`config.mk`:
```
export PLATFORM = sky130hd
export DESIGN_NAME = sac_conversion_control
export DESIGN_NICKNAME = d
export VERILOG_FILES = /design/src/hdl/sac_pkg.sv /design/src/hdl/sac_clock_divider.sv /design/src/hdl/sac_start_sync.sv /design/src/hdl/sac_conversion_control.sv
export SDC_FILE = /design/constraint.sdc
export NUM_CORES = 1
export LEC_CHECK = 0
export BUFFER_PORTS_ARGS = -buffer_cell sky130_fd_sc_hd__buf_2
export CAP_MARGIN = 30
export CELL_PAD_IN_SITES_DETAIL_PLACEMENT = 2
export CELL_PAD_IN_SITES_GLOBAL_PLACEMENT = 2
export CORE_MARGIN = 2
export CORE_UTILIZATION = 37
export CTS_CLUSTER_DIAMETER = 100
export DETAILED_ROUTE_END_ITERATION = 12
export PLACE_DENSITY_LB_ADDON = 0.1
export SYNTH_ARGS = -nofsm -noshare
export SYNTH_HDL_FRONTEND = slang
export SYNTH_SLANG_ARGS = --single-unit
```
`constraint.sdc`:
```
create_clock -name sys_clk -period 6.3 [get_ports sys_clk]
set_clock_uncertainty 0.2 [all_clocks]
set_input_delay 0.315 -clock sys_clk [delete_from_list [all_inputs] [get_ports sys_clk]]
set_output_delay 0.315 -clock sys_clk [all_outputs]
set_load 0.05 [all_outputs]
```
`src/hdl/sac_pkg.sv`:
```
// Package with register map, field layout and timing constants.
package sac_pkg;
   // Register addresses on the special-register bus
   localparam logic [7:0] ADDR_PAIR_CFG   = 8'hba;
   localparam logic [7:0] ADDR_CHAN_SEL   = 8'hbb;
   localparam logic [7:0] ADDR_CONV_CFG   = 8'hbc;
   localparam logic [7:0] ADDR_CONV_CTRL  = 8'he8;
   localparam logic [7:0] ADDR_RES_LOW    = 8'hbe;
   localparam logic [7:0] ADDR_RES_HIGH   = 8'hbf;
   // Reset values
   localparam logic [7:0] RST_PAIR_CFG    = 8'h00;
   localparam logic [7:0] RST_CHAN_SEL    = 8'h00;
   localparam logic [7:0] RST_CONV_CFG    = 8'h60;
   localparam logic [7:0] RST_CONV_CTRL   = 8'h00;
   // Writable masks; unused bits stay zero
   localparam logic [7:0] MASK_PAIR_CFG   = 8'h0f;
   localparam logic [7:0] MASK_CHAN_SEL   = 8'h0f;
   localparam logic [7:0] MASK_CONV_CFG   = 8'he7;
   // Control register bit positions
   localparam int BIT_ENABLE     = 7;
   localparam int BIT_TRACK_MODE = 6;
   localparam int BIT_DONE       = 5;
   localparam int BIT_BUSY       = 4;
   localparam int BIT_STM_HI     = 3;
   localparam int BIT_STM_LO     = 2;
   localparam int BIT_WINDOW     = 1;
   localparam int BIT_LJUST      = 0;
   // Configuration register fields
   localparam int CFG_DIV_HI     = 7;
   localparam int CFG_DIV_LO     = 5;
   localparam int CFG_GAIN_HI    = 2;
   // Start-mode encodings
   localparam logic [1:0] STM_SOFTWARE = 2'h0;
   localparam logic [1:0] STM_TIMER3   = 2'h1;
   localparam logic [1:0] STM_EXTERNAL = 2'h2;
   localparam logic [1:0] STM_TIMER2   = 2'h3;
   // Conversion-clock counts and result width
   localparam logic [4:0] TRACK_CLOCKS = 5'h03;
   localparam logic [4:0] CONV_CLOCKS  = 5'h10;
   localparam logic [4:0] DIV_MAX      = 5'h10;
   localparam int         RES_BITS     = 10;
   // Conversion-clock period for a divider code
   function automatic logic [4:0] sac_div_period(input logic [2:0] code);
      logic [4:0] p;
      p = DIV_MAX;
      if (code[2] == 1'b0) begin
         p = 5'(5'h01 << code[1:0]);
      end
      return p;
   endfunction : sac_div_period
endpackage : sac_pkg

```
`src/hdl/sac_clock_divider.sv`:
```
// Conversion clock tick generator dividing the system clock.
`timescale 1ns/100ps
module sac_clock_divider
   import sac_pkg::*;
(
   input  wire logic       sys_clk,
   input  wire logic       rstn,
   input  wire logic       restart,
   input  wire logic [2:0] divCode,
   output logic            tick
);
   logic [4:0] count_q;
   logic [4:0] period;
   logic       atEnd;

   assign period = sac_div_period(divCode);
   assign atEnd  = (count_q >= period - 5'h01);
   // Tick is combinational so the first period after a restart is full
   // length and not one system clock longer
   assign tick   = atEnd && !restart;

   // Count system clocks in each period; restart aligns phase
   always_ff @(posedge sys_clk or negedge rstn) begin
      if (!rstn) begin
         count_q <= 5'h00;
      end else if (restart) begin
         count_q <= 5'h00;
      end else if (atEnd) begin
         count_q <= 5'h00;
      end else begin
         count_q <= count_q + 5'h01;
      end
   end
endmodule : sac_clock_divider

```
`src/hdl/sac_start_sync.sv`:
```
// Two-stage synchroniser and rising-edge detector for the start pin.
`timescale 1ns/100ps
module sac_start_sync
   import sac_pkg::*;
(
   input  wire logic sys_clk,
   input  wire logic rstn,
   input  wire logic pinIn,
   output logic      level,
   output logic      rise
);
   logic meta_q;
   logic sync_q;
   logic last_q;

   // Only sync_q reads meta_q; edge logic looks at later stages
   always_ff @(posedge sys_clk or negedge rstn) begin
      if (!rstn) begin
         meta_q <= 1'b0;
         sync_q <= 1'b0;
         last_q <= 1'b0;
      end else begin
         meta_q <= pinIn;
         sync_q <= meta_q;
         last_q <= sync_q;
      end
   end

   assign level = sync_q;
   assign rise  = sync_q & ~last_q;
endmodule : sac_start_sync

```
`src/hdl/sac_conversion_control.sv`:
```
// Top of the converter control: registers, triggers, sequencing, result.
`timescale 1ns/100ps
module sac_conversion_control
   import sac_pkg::*;
(
   input  wire logic       sys_clk,
   input  wire logic       rstn,
   input  wire logic [7:0] regAddr,
   input  wire logic [7:0] regWrData,
   input  wire logic       regWrEn,
   input  wire logic       regRdEn,
   output logic [7:0]      regRdData,
   input  wire logic       timer2Overflow,
   input  wire logic       timer3Overflow,
   input  wire logic       externalConvertStart,
   input  wire logic       windowMatch,
   input  wire logic       sarBitValid,
   input  wire logic [9:0] sarResult,
   output logic            converterPowered,
   output logic            trackActive,
   output logic            holdConvert,
   output logic            sarStep,
   output logic            conversionDoneIrq,
   output logic [3:0]      channelSelectCode,
   output logic            tempSensorSelect,
   output logic [2:0]      muxPositive,
   output logic            muxDifferential,
   output logic [2:0]      amplifierGainCode,
   output logic [2:0]      gainShift,
   output logic            gainHalf,
   output logic [7:0]      resultHighByte,
   output logic [7:0]      resultLowByte
);
   typedef enum logic [1:0] {
      SAC_IDLE,
      SAC_TRACK,
      SAC_CONVERT
   } sac_state_e;

   sac_state_e state_q;
   logic [7:0] pairCfg_q;
   logic [7:0] chanSel_q;
   logic [7:0] convCfg_q;
   logic       enable_q;
   logic       trackMode_q;
   logic       doneFlag_q;
   logic       windowFlag_q;
   logic [1:0] startMode_q;
   logic       leftJustify_q;
   logic [4:0] clkCount_q;
   logic       convDiff_q;
   logic       busy;
   logic       wrCtrl;
   logic       trigger;
   logic       sarTick;
   logic       divRestart;
   logic       extLevel;
   logic       extRise;
   logic       finishing;
   logic       pairDiff;

   // Pair decode shared by mux steering and result sign handling;
   // the sensor code is never part of a pair
   function automatic logic chan_is_diff(input logic [3:0] code,
                                         input logic [3:0] pairs);
      logic diff;
      diff = 1'b0;
      if (code[3] == 1'b0) begin
         diff = pairs[code[2:1]];
      end
      return diff;
   endfunction : chan_is_diff

   // Divider phase restarts whenever the sequencer is idle
   sac_clock_divider u_divider (
      .sys_clk (sys_clk),
      .rstn    (rstn),
      .restart (divRestart),
      .divCode (convCfg_q[CFG_DIV_HI:CFG_DIV_LO]),
      .tick    (sarTick)
   );

   // Start pin passes two flops before its edge is seen
   sac_start_sync u_start_sync (
      .sys_clk (sys_clk),
      .rstn    (rstn),
      .pinIn   (externalConvertStart),
      .level   (extLevel),
      .rise    (extRise)
   );

   assign wrCtrl = regWrEn && (regAddr == ADDR_CONV_CTRL);
   assign busy   = (state_q != SAC_IDLE);

   // Trigger selection by start mode
   always_comb begin
      unique case (startMode_q)
         STM_SOFTWARE: trigger = wrCtrl && regWrData[BIT_BUSY];
         STM_TIMER3:   trigger = timer3Overflow;
         STM_EXTERNAL: trigger = extRise;
         STM_TIMER2:   trigger = timer2Overflow;
      endcase
   end

   // Divider restarts while idle so the first track clock is full length
   assign divRestart = (state_q == SAC_IDLE);
   assign finishing  = (state_q == SAC_CONVERT) && sarTick &&
                       (clkCount_q == CONV_CLOCKS - 5'h01);

   // Sequencer; triggers during a conversion are ignored
   // Clearing enable aborts a conversion without a done flag
   always_ff @(posedge sys_clk or negedge rstn) begin
      if (!rstn) begin
         state_q    <= SAC_IDLE;
         clkCount_q <= 5'h00;
      end else if (!enable_q) begin
         state_q    <= SAC_IDLE;
         clkCount_q <= 5'h00;
      end else begin
         unique case (state_q)
            SAC_IDLE: begin
               clkCount_q <= 5'h00;
               if (trigger) begin
                  // Track first only in low-power internal modes
                  if (trackMode_q && startMode_q != STM_EXTERNAL) begin
                     state_q <= SAC_TRACK;
                  end else begin
                     state_q <= SAC_CONVERT;
                  end
               end
            end
            SAC_TRACK: begin
               if (sarTick) begin
                  if (clkCount_q == TRACK_CLOCKS - 5'h01) begin
                     state_q    <= SAC_CONVERT;
                     clkCount_q <= 5'h00;
                  end else begin
                     clkCount_q <= clkCount_q + 5'h01;
                  end
               end
            end
            SAC_CONVERT: begin
               if (finishing) begin
                  state_q    <= SAC_IDLE;
                  clkCount_q <= 5'h00;
               end else if (sarTick) begin
                  clkCount_q <= clkCount_q + 5'h01;
               end
            end
            default: begin
               state_q    <= SAC_IDLE;
               clkCount_q <= 5'h00;
            end
         endcase
      end
   end

   // Plain configuration registers; masked bits never store
   always_ff @(posedge sys_clk or negedge rstn) begin
      if (!rstn) begin
         pairCfg_q <= RST_PAIR_CFG;
         chanSel_q <= RST_CHAN_SEL;
         convCfg_q <= RST_CONV_CFG;
      end else if (regWrEn) begin
         if (regAddr == ADDR_PAIR_CFG) begin
            pairCfg_q <= regWrData & MASK_PAIR_CFG;
         end
         if (regAddr == ADDR_CHAN_SEL) begin
            chanSel_q <= regWrData & MASK_CHAN_SEL;
         end
         if (regAddr == ADDR_CONV_CFG) begin
            convCfg_q <= regWrData & MASK_CONV_CFG;
         end
      end
   end

   // Control fields written by software
   // Busy is not stored; it reads back the sequencer state
   always_ff @(posedge sys_clk or negedge rstn) begin
      if (!rstn) begin
         enable_q      <= RST_CONV_CTRL[BIT_ENABLE];
         trackMode_q   <= RST_CONV_CTRL[BIT_TRACK_MODE];
         startMode_q   <= RST_CONV_CTRL[BIT_STM_HI:BIT_STM_LO];
         leftJustify_q <= RST_CONV_CTRL[BIT_LJUST];
      end else if (wrCtrl) begin
         enable_q      <= regWrData[BIT_ENABLE];
         trackMode_q   <= regWrData[BIT_TRACK_MODE];
         startMode_q   <= regWrData[BIT_STM_HI:BIT_STM_LO];
         leftJustify_q <= regWrData[BIT_LJUST];
      end
   end

   // Sticky flags: a hardware set beats a software clear
   // A written one is stored as written, like any other value
   always_ff @(posedge sys_clk or negedge rstn) begin
      if (!rstn) begin
         doneFlag_q   <= RST_CONV_CTRL[BIT_DONE];
         windowFlag_q <= RST_CONV_CTRL[BIT_WINDOW];
      end else begin
         if (finishing) begin
            doneFlag_q <= 1'b1;
         end else if (wrCtrl) begin
            doneFlag_q <= regWrData[BIT_DONE];
         end
         if (windowMatch) begin
            windowFlag_q <= 1'b1;
         end else if (wrCtrl) begin
            windowFlag_q <= regWrData[BIT_WINDOW];
         end
      end
   end

   // Channel mapping: odd member of a differential pair folds to even
   assign pairDiff = chan_is_diff(chanSel_q[3:0], pairCfg_q[3:0]);

   always_ff @(posedge sys_clk or negedge rstn) begin
      if (!rstn) begin
         channelSelectCode <= RST_CHAN_SEL[3:0];
         tempSensorSelect  <= 1'b0;
         muxPositive       <= 3'h0;
         muxDifferential   <= 1'b0;
      end else begin
         channelSelectCode <= chanSel_q[3:0];
         tempSensorSelect  <= chanSel_q[3];
         muxDifferential   <= pairDiff;
         if (pairDiff) begin
            muxPositive <= {chanSel_q[2:1], 1'b0};
         end else begin
            muxPositive <= chanSel_q[2:0];
         end
      end
   end

   // Gain decode: shift for 1..16, separate half flag
   always_ff @(posedge sys_clk or negedge rstn) begin
      if (!rstn) begin
         amplifierGainCode <= RST_CONV_CFG[CFG_GAIN_HI:0];
         gainShift         <= 3'h0;
         gainHalf          <= 1'b0;
      end else begin
         amplifierGainCode <= convCfg_q[CFG_GAIN_HI:0];
         unique case (convCfg_q[CFG_GAIN_HI:1])
            2'h2:    gainShift <= 3'h4;
            2'h3:    gainShift <= 3'h0;
            default: gainShift <= {1'b0, convCfg_q[1:0]};
         endcase
         gainHalf <= (convCfg_q[CFG_GAIN_HI:1] == 2'h3);
      end
   end

   // Analog control strobes to the converter core
   // Track output follows the mode now in force, not the trigger's
   always_ff @(posedge sys_clk or negedge rstn) begin
      if (!rstn) begin
         converterPowered  <= 1'b0;
         trackActive       <= 1'b0;
         holdConvert       <= 1'b0;
         sarStep           <= 1'b0;
         conversionDoneIrq <= 1'b0;
      end else begin
         converterPowered <= enable_q;
         holdConvert      <= (state_q == SAC_CONVERT);
         sarStep          <= (state_q == SAC_CONVERT) && sarTick;
         conversionDoneIrq <= finishing;
         if (!enable_q) begin
            trackActive <= 1'b0;
         end else if (!trackMode_q) begin
            trackActive <= (state_q != SAC_CONVERT);
         end else if (startMode_q == STM_EXTERNAL) begin
            trackActive <= (state_q == SAC_IDLE) && !extLevel;
         end else begin
            trackActive <= (state_q == SAC_TRACK);
         end
      end
   end

   // Result capture; sign mode latched per conversion
   // Justification is taken when the data arrives, not at the trigger
   always_ff @(posedge sys_clk or negedge rstn) begin
      if (!rstn) begin
         convDiff_q     <= 1'b0;
         resultHighByte <= 8'h00;
         resultLowByte  <= 8'h00;
      end else begin
         if (state_q == SAC_IDLE) begin
            convDiff_q <= pairDiff;
         end
         if (sarBitValid) begin
            if (leftJustify_q) begin
               resultHighByte <= sarResult[RES_BITS-1:2];
               resultLowByte  <= {sarResult[1:0], 6'h00};
            end else begin
               // Sign extension only for two's complement readings
               resultHighByte <= {{6{convDiff_q & sarResult[RES_BITS-1]}},
                                  sarResult[RES_BITS-1:RES_BITS-2]};
               resultLowByte  <= sarResult[7:0];
            end
         end
      end
   end

   // Register read port, registered one cycle after request
   // Reads have no side effects, so polling the flags is safe
   always_ff @(posedge sys_clk or negedge rstn) begin
      if (!rstn) begin
         regRdData <= 8'h00;
      end else if (regRdEn) begin
         unique case (regAddr)
            ADDR_PAIR_CFG:  regRdData <= pairCfg_q;
            ADDR_CHAN_SEL:  regRdData <= chanSel_q;
            ADDR_CONV_CFG:  regRdData <= convCfg_q;
            ADDR_CONV_CTRL: regRdData <= {enable_q, trackMode_q, doneFlag_q,
                                          busy, startMode_q, windowFlag_q,
                                          leftJustify_q};
            ADDR_RES_HIGH:  regRdData <= resultHighByte;
            ADDR_RES_LOW:   regRdData <= resultLowByte;
            default:        regRdData <= 8'h00;
         endcase
      end
   end
endmodule : sac_conversion_control

```
* Yosys cells after proc, flatten, opt, wreduce, memory -nomap -nowiden *
Cells that the tools add are included.

word-level totals
  bits of input ports = 35
  output and inout bits = 45
  register bits = 82
  logic and storage cells = 113

cells by class
  shift operators = 1
  bitwise operators = 3
  reductions and logical operators = 19
  equal/unequal tests = 22
  add/sub/neg operators = 3
  mux-type cells = 32
  magnitude comparators = 2

operators with widths
  operator               count
  $eq A8 B8 Y1 const B   6
  $pmux W8 S6            1
  $mux W5                8
  $mux W8                2
  $mux W2                6
  $ne A3 B3 Y1 const B   4
  $add A5 B1 Y5 const B  2
  $eq A2 B2 Y1 const B   5
  $mux W1                10
  $pmux W5 S2            1
  $reduce_and A2 Y1      4
  $logic_and A1 B1 Y1    7
  $pmux W2 S3            1
  $pmux W3 S2            1
  $reduce_bool A2 Y1     3
  $eq A5 B2 Y1 const B   1
  $eq A5 B4 Y1 const B   1
  $ge A5 B5 Y1           1
  $shl A1 B2 Y5 const A  1
  $sub A5 B1 Y5 const B  1
  $eq A2 B1 Y1 const B   2
  $logic_not A2 Y1       2
  $ne A2 B2 Y1 const B   2
  $ne A4 B4 Y1 const B   1
  other kinds (7)        9

* Logic depth before layout (Yosys ltp) *
  depth in word-level cells = 10
  mapped depth = 11
  depth with buffers taken out = 11

* Hierarchy *
A second synthesis with hierarchy kept.

unflattened totals
  cells, all modules = 345
  area, all modules = 3773.6 µm²

modules (own cells, without submodules)
  module                  cells each  sequential area each (µm²)  instances  area each (µm²)
  sac_conversion_control  304         1779.2                      1          3330.7
  sac_clock_divider       37          125.1                       1          354.1
  sac_start_sync          4           75.1                        1          88.8

* Worst setup path before layout *
Ideal clock, no wire load.

  kind = reg2reg
  start point = register convCfg_q[5]
  end point = register clkCount_q[3]
  slack = 3.386 ns
  data arrival time = 2.627 ns
  stages on the path, launching flop included = 11
  data required time = 6.013 ns
  buffers on the path = 0
  period minus slack after synthesis = 2.914 ns
  setup time = 0.087 ns
  path through = dfstp_2 > or3_1 > ha_1 > xnor2_1 > ha_1 > a21oi_1 > o21ai_1 > a41o_1 > a211o_1 > or3_1 > o211ai_1

on the way
  longest elaborated chain between the ends = 10
  elaborated cells between the ends (all ways) = 13
  classes of those cells = 1 x add/sub; 1 x order compare; 2 x eq/ne; 1 x shift; 4 x mux; 4 x reduce/logical

ends and longest elaborated chain
  item                               line                           text
  start, declared                    sac_conversion_control.sv:43   logic [7:0] convCfg_q;
  start signal, assigned             sac_conversion_control.sv:172  convCfg_q <= regWrData & MASK_CONV_CFG;
  $shl A1 B2 Y5 (*)                  sac_pkg.sv:47                  p = 5'(5'h01 << code[1:0]);
  $mux W5 (*)                        sac_pkg.sv:46                  if (code[2] == 1'b0) begin
  $sub A5 B1 Y5 (*)                  sac_clock_divider.sv:17        assign atEnd = (count_q >= period - 5'h01);
  $ge A5 B5 Y1 (*)                   sac_clock_divider.sv:17
  $logic_and A1 B1 Y1 (*)            sac_clock_divider.sv:20        assign tick = atEnd && !restart;
  $logic_and A1 B1 Y1 (2 in series)  sac_conversion_control.sv:107  assign finishing = (state_q == SAC_CONVERT) && sarTick &&
  $mux W5                            sac_conversion_control.sv:143  if (finishing) begin
  $pmux W5 S2                        sac_conversion_control.sv:120  unique case (state_q)
  $mux W5                            sac_conversion_control.sv:116  end else if (!enable_q) begin
  end signal, assigned               sac_conversion_control.sv:138  clkCount_q <= clkCount_q + 5'h01;
  end signal, assigned               sac_conversion_control.sv:147  clkCount_q <= clkCount_q + 5'h01;
  end, declared                      sac_conversion_control.sv:50   logic [4:0] clkCount_q;

Every way passes the cells marked *; elsewhere a longest branch is shown, timed or not.
A chain may end at the register's enable or synchronous reset.

* Final worst setup path *
  start point = register convCfg_q[7]
  end point = register clkCount_q[3]

on the way
  longest elaborated chain between the ends = 9
  elaborated cells between the ends (all ways) = 12
  classes of those cells = 1 x add/sub; 1 x order compare; 2 x eq/ne; 4 x mux; 4 x reduce/logical

ends and longest elaborated chain
  item                               line
  $mux W5 (*)                        sac_pkg.sv:46
  $sub A5 B1 Y5 (*)                  sac_clock_divider.sv:17
  $ge A5 B5 Y1 (*)                   sac_clock_divider.sv:17
  $logic_and A1 B1 Y1 (*)            sac_clock_divider.sv:20
  $logic_and A1 B1 Y1 (2 in series)  sac_conversion_control.sv:107
  $mux W5                            sac_conversion_control.sv:143
  $pmux W5 S2                        sac_conversion_control.sv:120
  $mux W5                            sac_conversion_control.sv:116

Marked as above.

==> results by group <==
Worst setup path
  – Crit Path Category: flip-flop to flip-flop
  – CP required: 6370 ps
  – RR Startpoint: convCfg_q[7]
  – Critical Path End Type: flip-flop
  – CP startpoint: convCfg_q[7]
  – Arrival time worst endpoint: between 3000 and 4000 ps
  – Startpoint types: flip-flop
  – Worst Path Max Fanout: 7

Layout
  – Layout cell share with drive strength beyond 1: 26.9%
  – Final Cell Area: between 4000 and 5000 sq um
  – Footprint of the multi-input gates: around 1600 sq um
  – Area growth syn-to-layout: 20.1%
  – Fin util: between 40% and 50%
  – Final antenna diode count: 0
  – FILL cells: roughly 1100
  – Post-route insts no fill: between 500 and 600
  – Nets: 464
  – Register area: about 2000 sq um

Logic synthesis
  – Synth Instances: ~340
  – Ys flop type: dfrtp_1
  – #FFs+latches synth: 79
  – YS warnings: 0
  – Commonest cells post-synth: dfrtp_1, nor2_1, inv_1
  – Number of synthesized flops with an enable pin: 0
  – Yosys top cell area share: 51.7%
  – Ys async rst share: 100%
  – Syn_nets: approximately 380
  – Avg Synthesized Cell Area: between 10 and 15 sq um
  – Largest cells by area after synthesis: dfrtp_1, mux2_1, ha_1
  – Post-synthesis sequential area ratio: between 50% and 60%
  – Yosys cell types: between 50 and 60
  – Most frequent cell after synthesis: dfrtp_1
  – Biggest area consumer among synthesized cells: dfrtp_1
  – Post-Syn Area: approximately 3700 sq um

Global route
  – Pin count of the biggest net entering global routing: 64
  – Global-route wire length before repair: around 17 mm
  – Initial antenna violation count: 0
  – All-Layer GR Usage: around a fifth
  – Total grt overflow: 0
  – Vias in the first global route: about 3100

Floorplanning
  – Chip Height: approximately 100 um
  – Initial core utilization: between 30% and 40%
  – Row count: 36
  – Core Box Area: between 9000 and 10000 sq um
  – Die area: 10900 sq um
  – Boundary Pins: 80
  – Die width: between 100 and 150 um

Clocking
  – Htree depth: 3
  – Root Buffer: clkbuf_8
  – Clk Latency, worst-skew pair: between 300 and 400 ps
  – Post-CTS Setup Repair Bufs: 0
  – Reg clk slew, reported paths: approximately 80 ps
  – CTS tree: built
  – Sink Count: 79
  – Num CTS Buffers: 9
  – Max Root-Sink Buffers: 2

Job
  – MaxCap Viol Count: 0

Route
  – DR pass1 iterations: 4
  – Routed WL: between 10 and 15 mm
  – Antenna Violating Nets Remaining: 0
  – DRC Markers: 0
  – Initial DRC count: around 100
  – Vias/cell: ~5.3
  – Post-DR wirelength/cell: between 15 and 20 um
  – Via count: about 3000

Power and ir drop
  – VDD IR max: 0.0880 mV
  – Total Power: approximately 0.0011 W
  – PD cells: around 250 nW/um^2
  – Leak Pwr: around 2.2 nW

Timing
  – Fin crit share: 50.5%
  – Final Hold Fails: 0
  – Worst slew margin: approximately 46%
  – Fin Setup TNS: 0 ps
  – Final min period: approximately 3200 ps
  – Pins over their slew limit: 0
  – RSZ-0062 raised after global routing: false
  – FMAX: around 310 MHz
  – # setup viols final: 0
  – Worst-Margin Slew: about 800 ps

Hold path
  – Hold WC Path Type: input pin to flip-flop
  – Hold wc startpoint: sarResult[1]

Placement
  – Placed inst area: ~4200 sq um
  – Placed cells: about 530
  – RePlAce Congestion: 0.735
  – Port bufs: 79
  – Final HPWL DP: 7.97 mm

Outcome
  – Status: completed
## sequential cells by signal (all words and copies together), names as in the netlist, 2 cells and up
register	count
pairCfg_q	4
amplifierGainCode	3
resultHighByte	8
resultLowByte	8
u_divider.count_q	5
clkCount_q	5
convCfg_q	6
startMode_q	2
chanSel_q	4
regRdData	8
channelSelectCode	3
gainShift	3
state_q	2
muxPositive	2
## layout by cell type, fill, tap and decap left out, types with 10 or more instances in the layout
cell type   n
nor2b_1    10
inv_1      21
ha_1       13
mux2_1     16
dfrtp_1    77
nand2_1    20
nor2_1     26
clkbuf_8   11
buf_2      78
a21oi_1    19
## metal layers
metal	part of all wire, %	global-route usage [%]	vias up
met4	1.2	5.50	0
met2	48	33.6	58
met3	3.7	4.32	9
li1	-	-	1355
met1	47	27.3	1496
met5	0	0	-
## kinds of logic after synthesis
group	count (synthesis)	share of synthesized area, %
buffers and inverters	39	4.60
adders and majority gates	13	4.37
and+or+nand+nor	97	14.0
DFF	79	53.1
xor gates and xnor gates	4	0.941
AOI/OAI and AO/OA	73	13.5
muxes	31	9.44
## final cells by class
cell class,instances,share of cell area (%)
Clock buffer,12,3.47
Clock inverter,3,0.951
Inverter,24,2.01
Multi-Input combinational cell,218,35.2
Sequential cell,79,44.3
Tap cell,133,3.72
Timing Repair Buffer,84,10.4
## critical path, cell delays in order (launching register included)
cell and delay, ps:
dfrtp_1 450, or3_1 370, ha_1 240, xnor2_1 180, ha_1 280, a21oi_1 150, o21ai_1 160, a41o_1 310
a211o_1 340, or3_1 350, o211ai_1 80
## repair_timing
item | CTS | global route
hold buffers | 4 | 0
endpoints found under the setup margin | 0 | 0
gates resized for setup | 0 | 0
hold endpoints to repair | 80 | 0
## stage by stage
stage	hold WS [ps]	worst slack, ps
2_1_floorplan	-181	3390
3_3_place_gp	141	3250
3_5_place_dp	9.79	3160
4_1_cts	5.10	3100
5_1_grt	1.83	2910
6_report	13.1	3120
## path summary, 6_finish.rpt
path / endpoint / slack, ps / depth (start not counted)
worst min-delay path: resultLowByte[1] / 10 / 3
worst max-delay path: clkCount_q[3] / 3120 / 10
worst max register to register: clkCount_q[3] / 3120 / 10
min in group asynchronous: clkCount_q[1] / 170 / 2
worst min register to register: u_start_sync.level / 180 / 0
max in group asynchronous: convCfg_q[5] / 5100 / 3
## report_power, final
part	leakage, nW	internal, W	total (W)	switching [W]
Combinational	1.02	0.0000472	0.000157	0.000109
Sequential	1.04	0.000528	0.000552	0.0000230
Clock	0.0985	0.000202	0.000389	0.000186
Total	2.16	0.000778	0.00110	0.000319
Note: power is estimated with default switching activity, not from simulation.
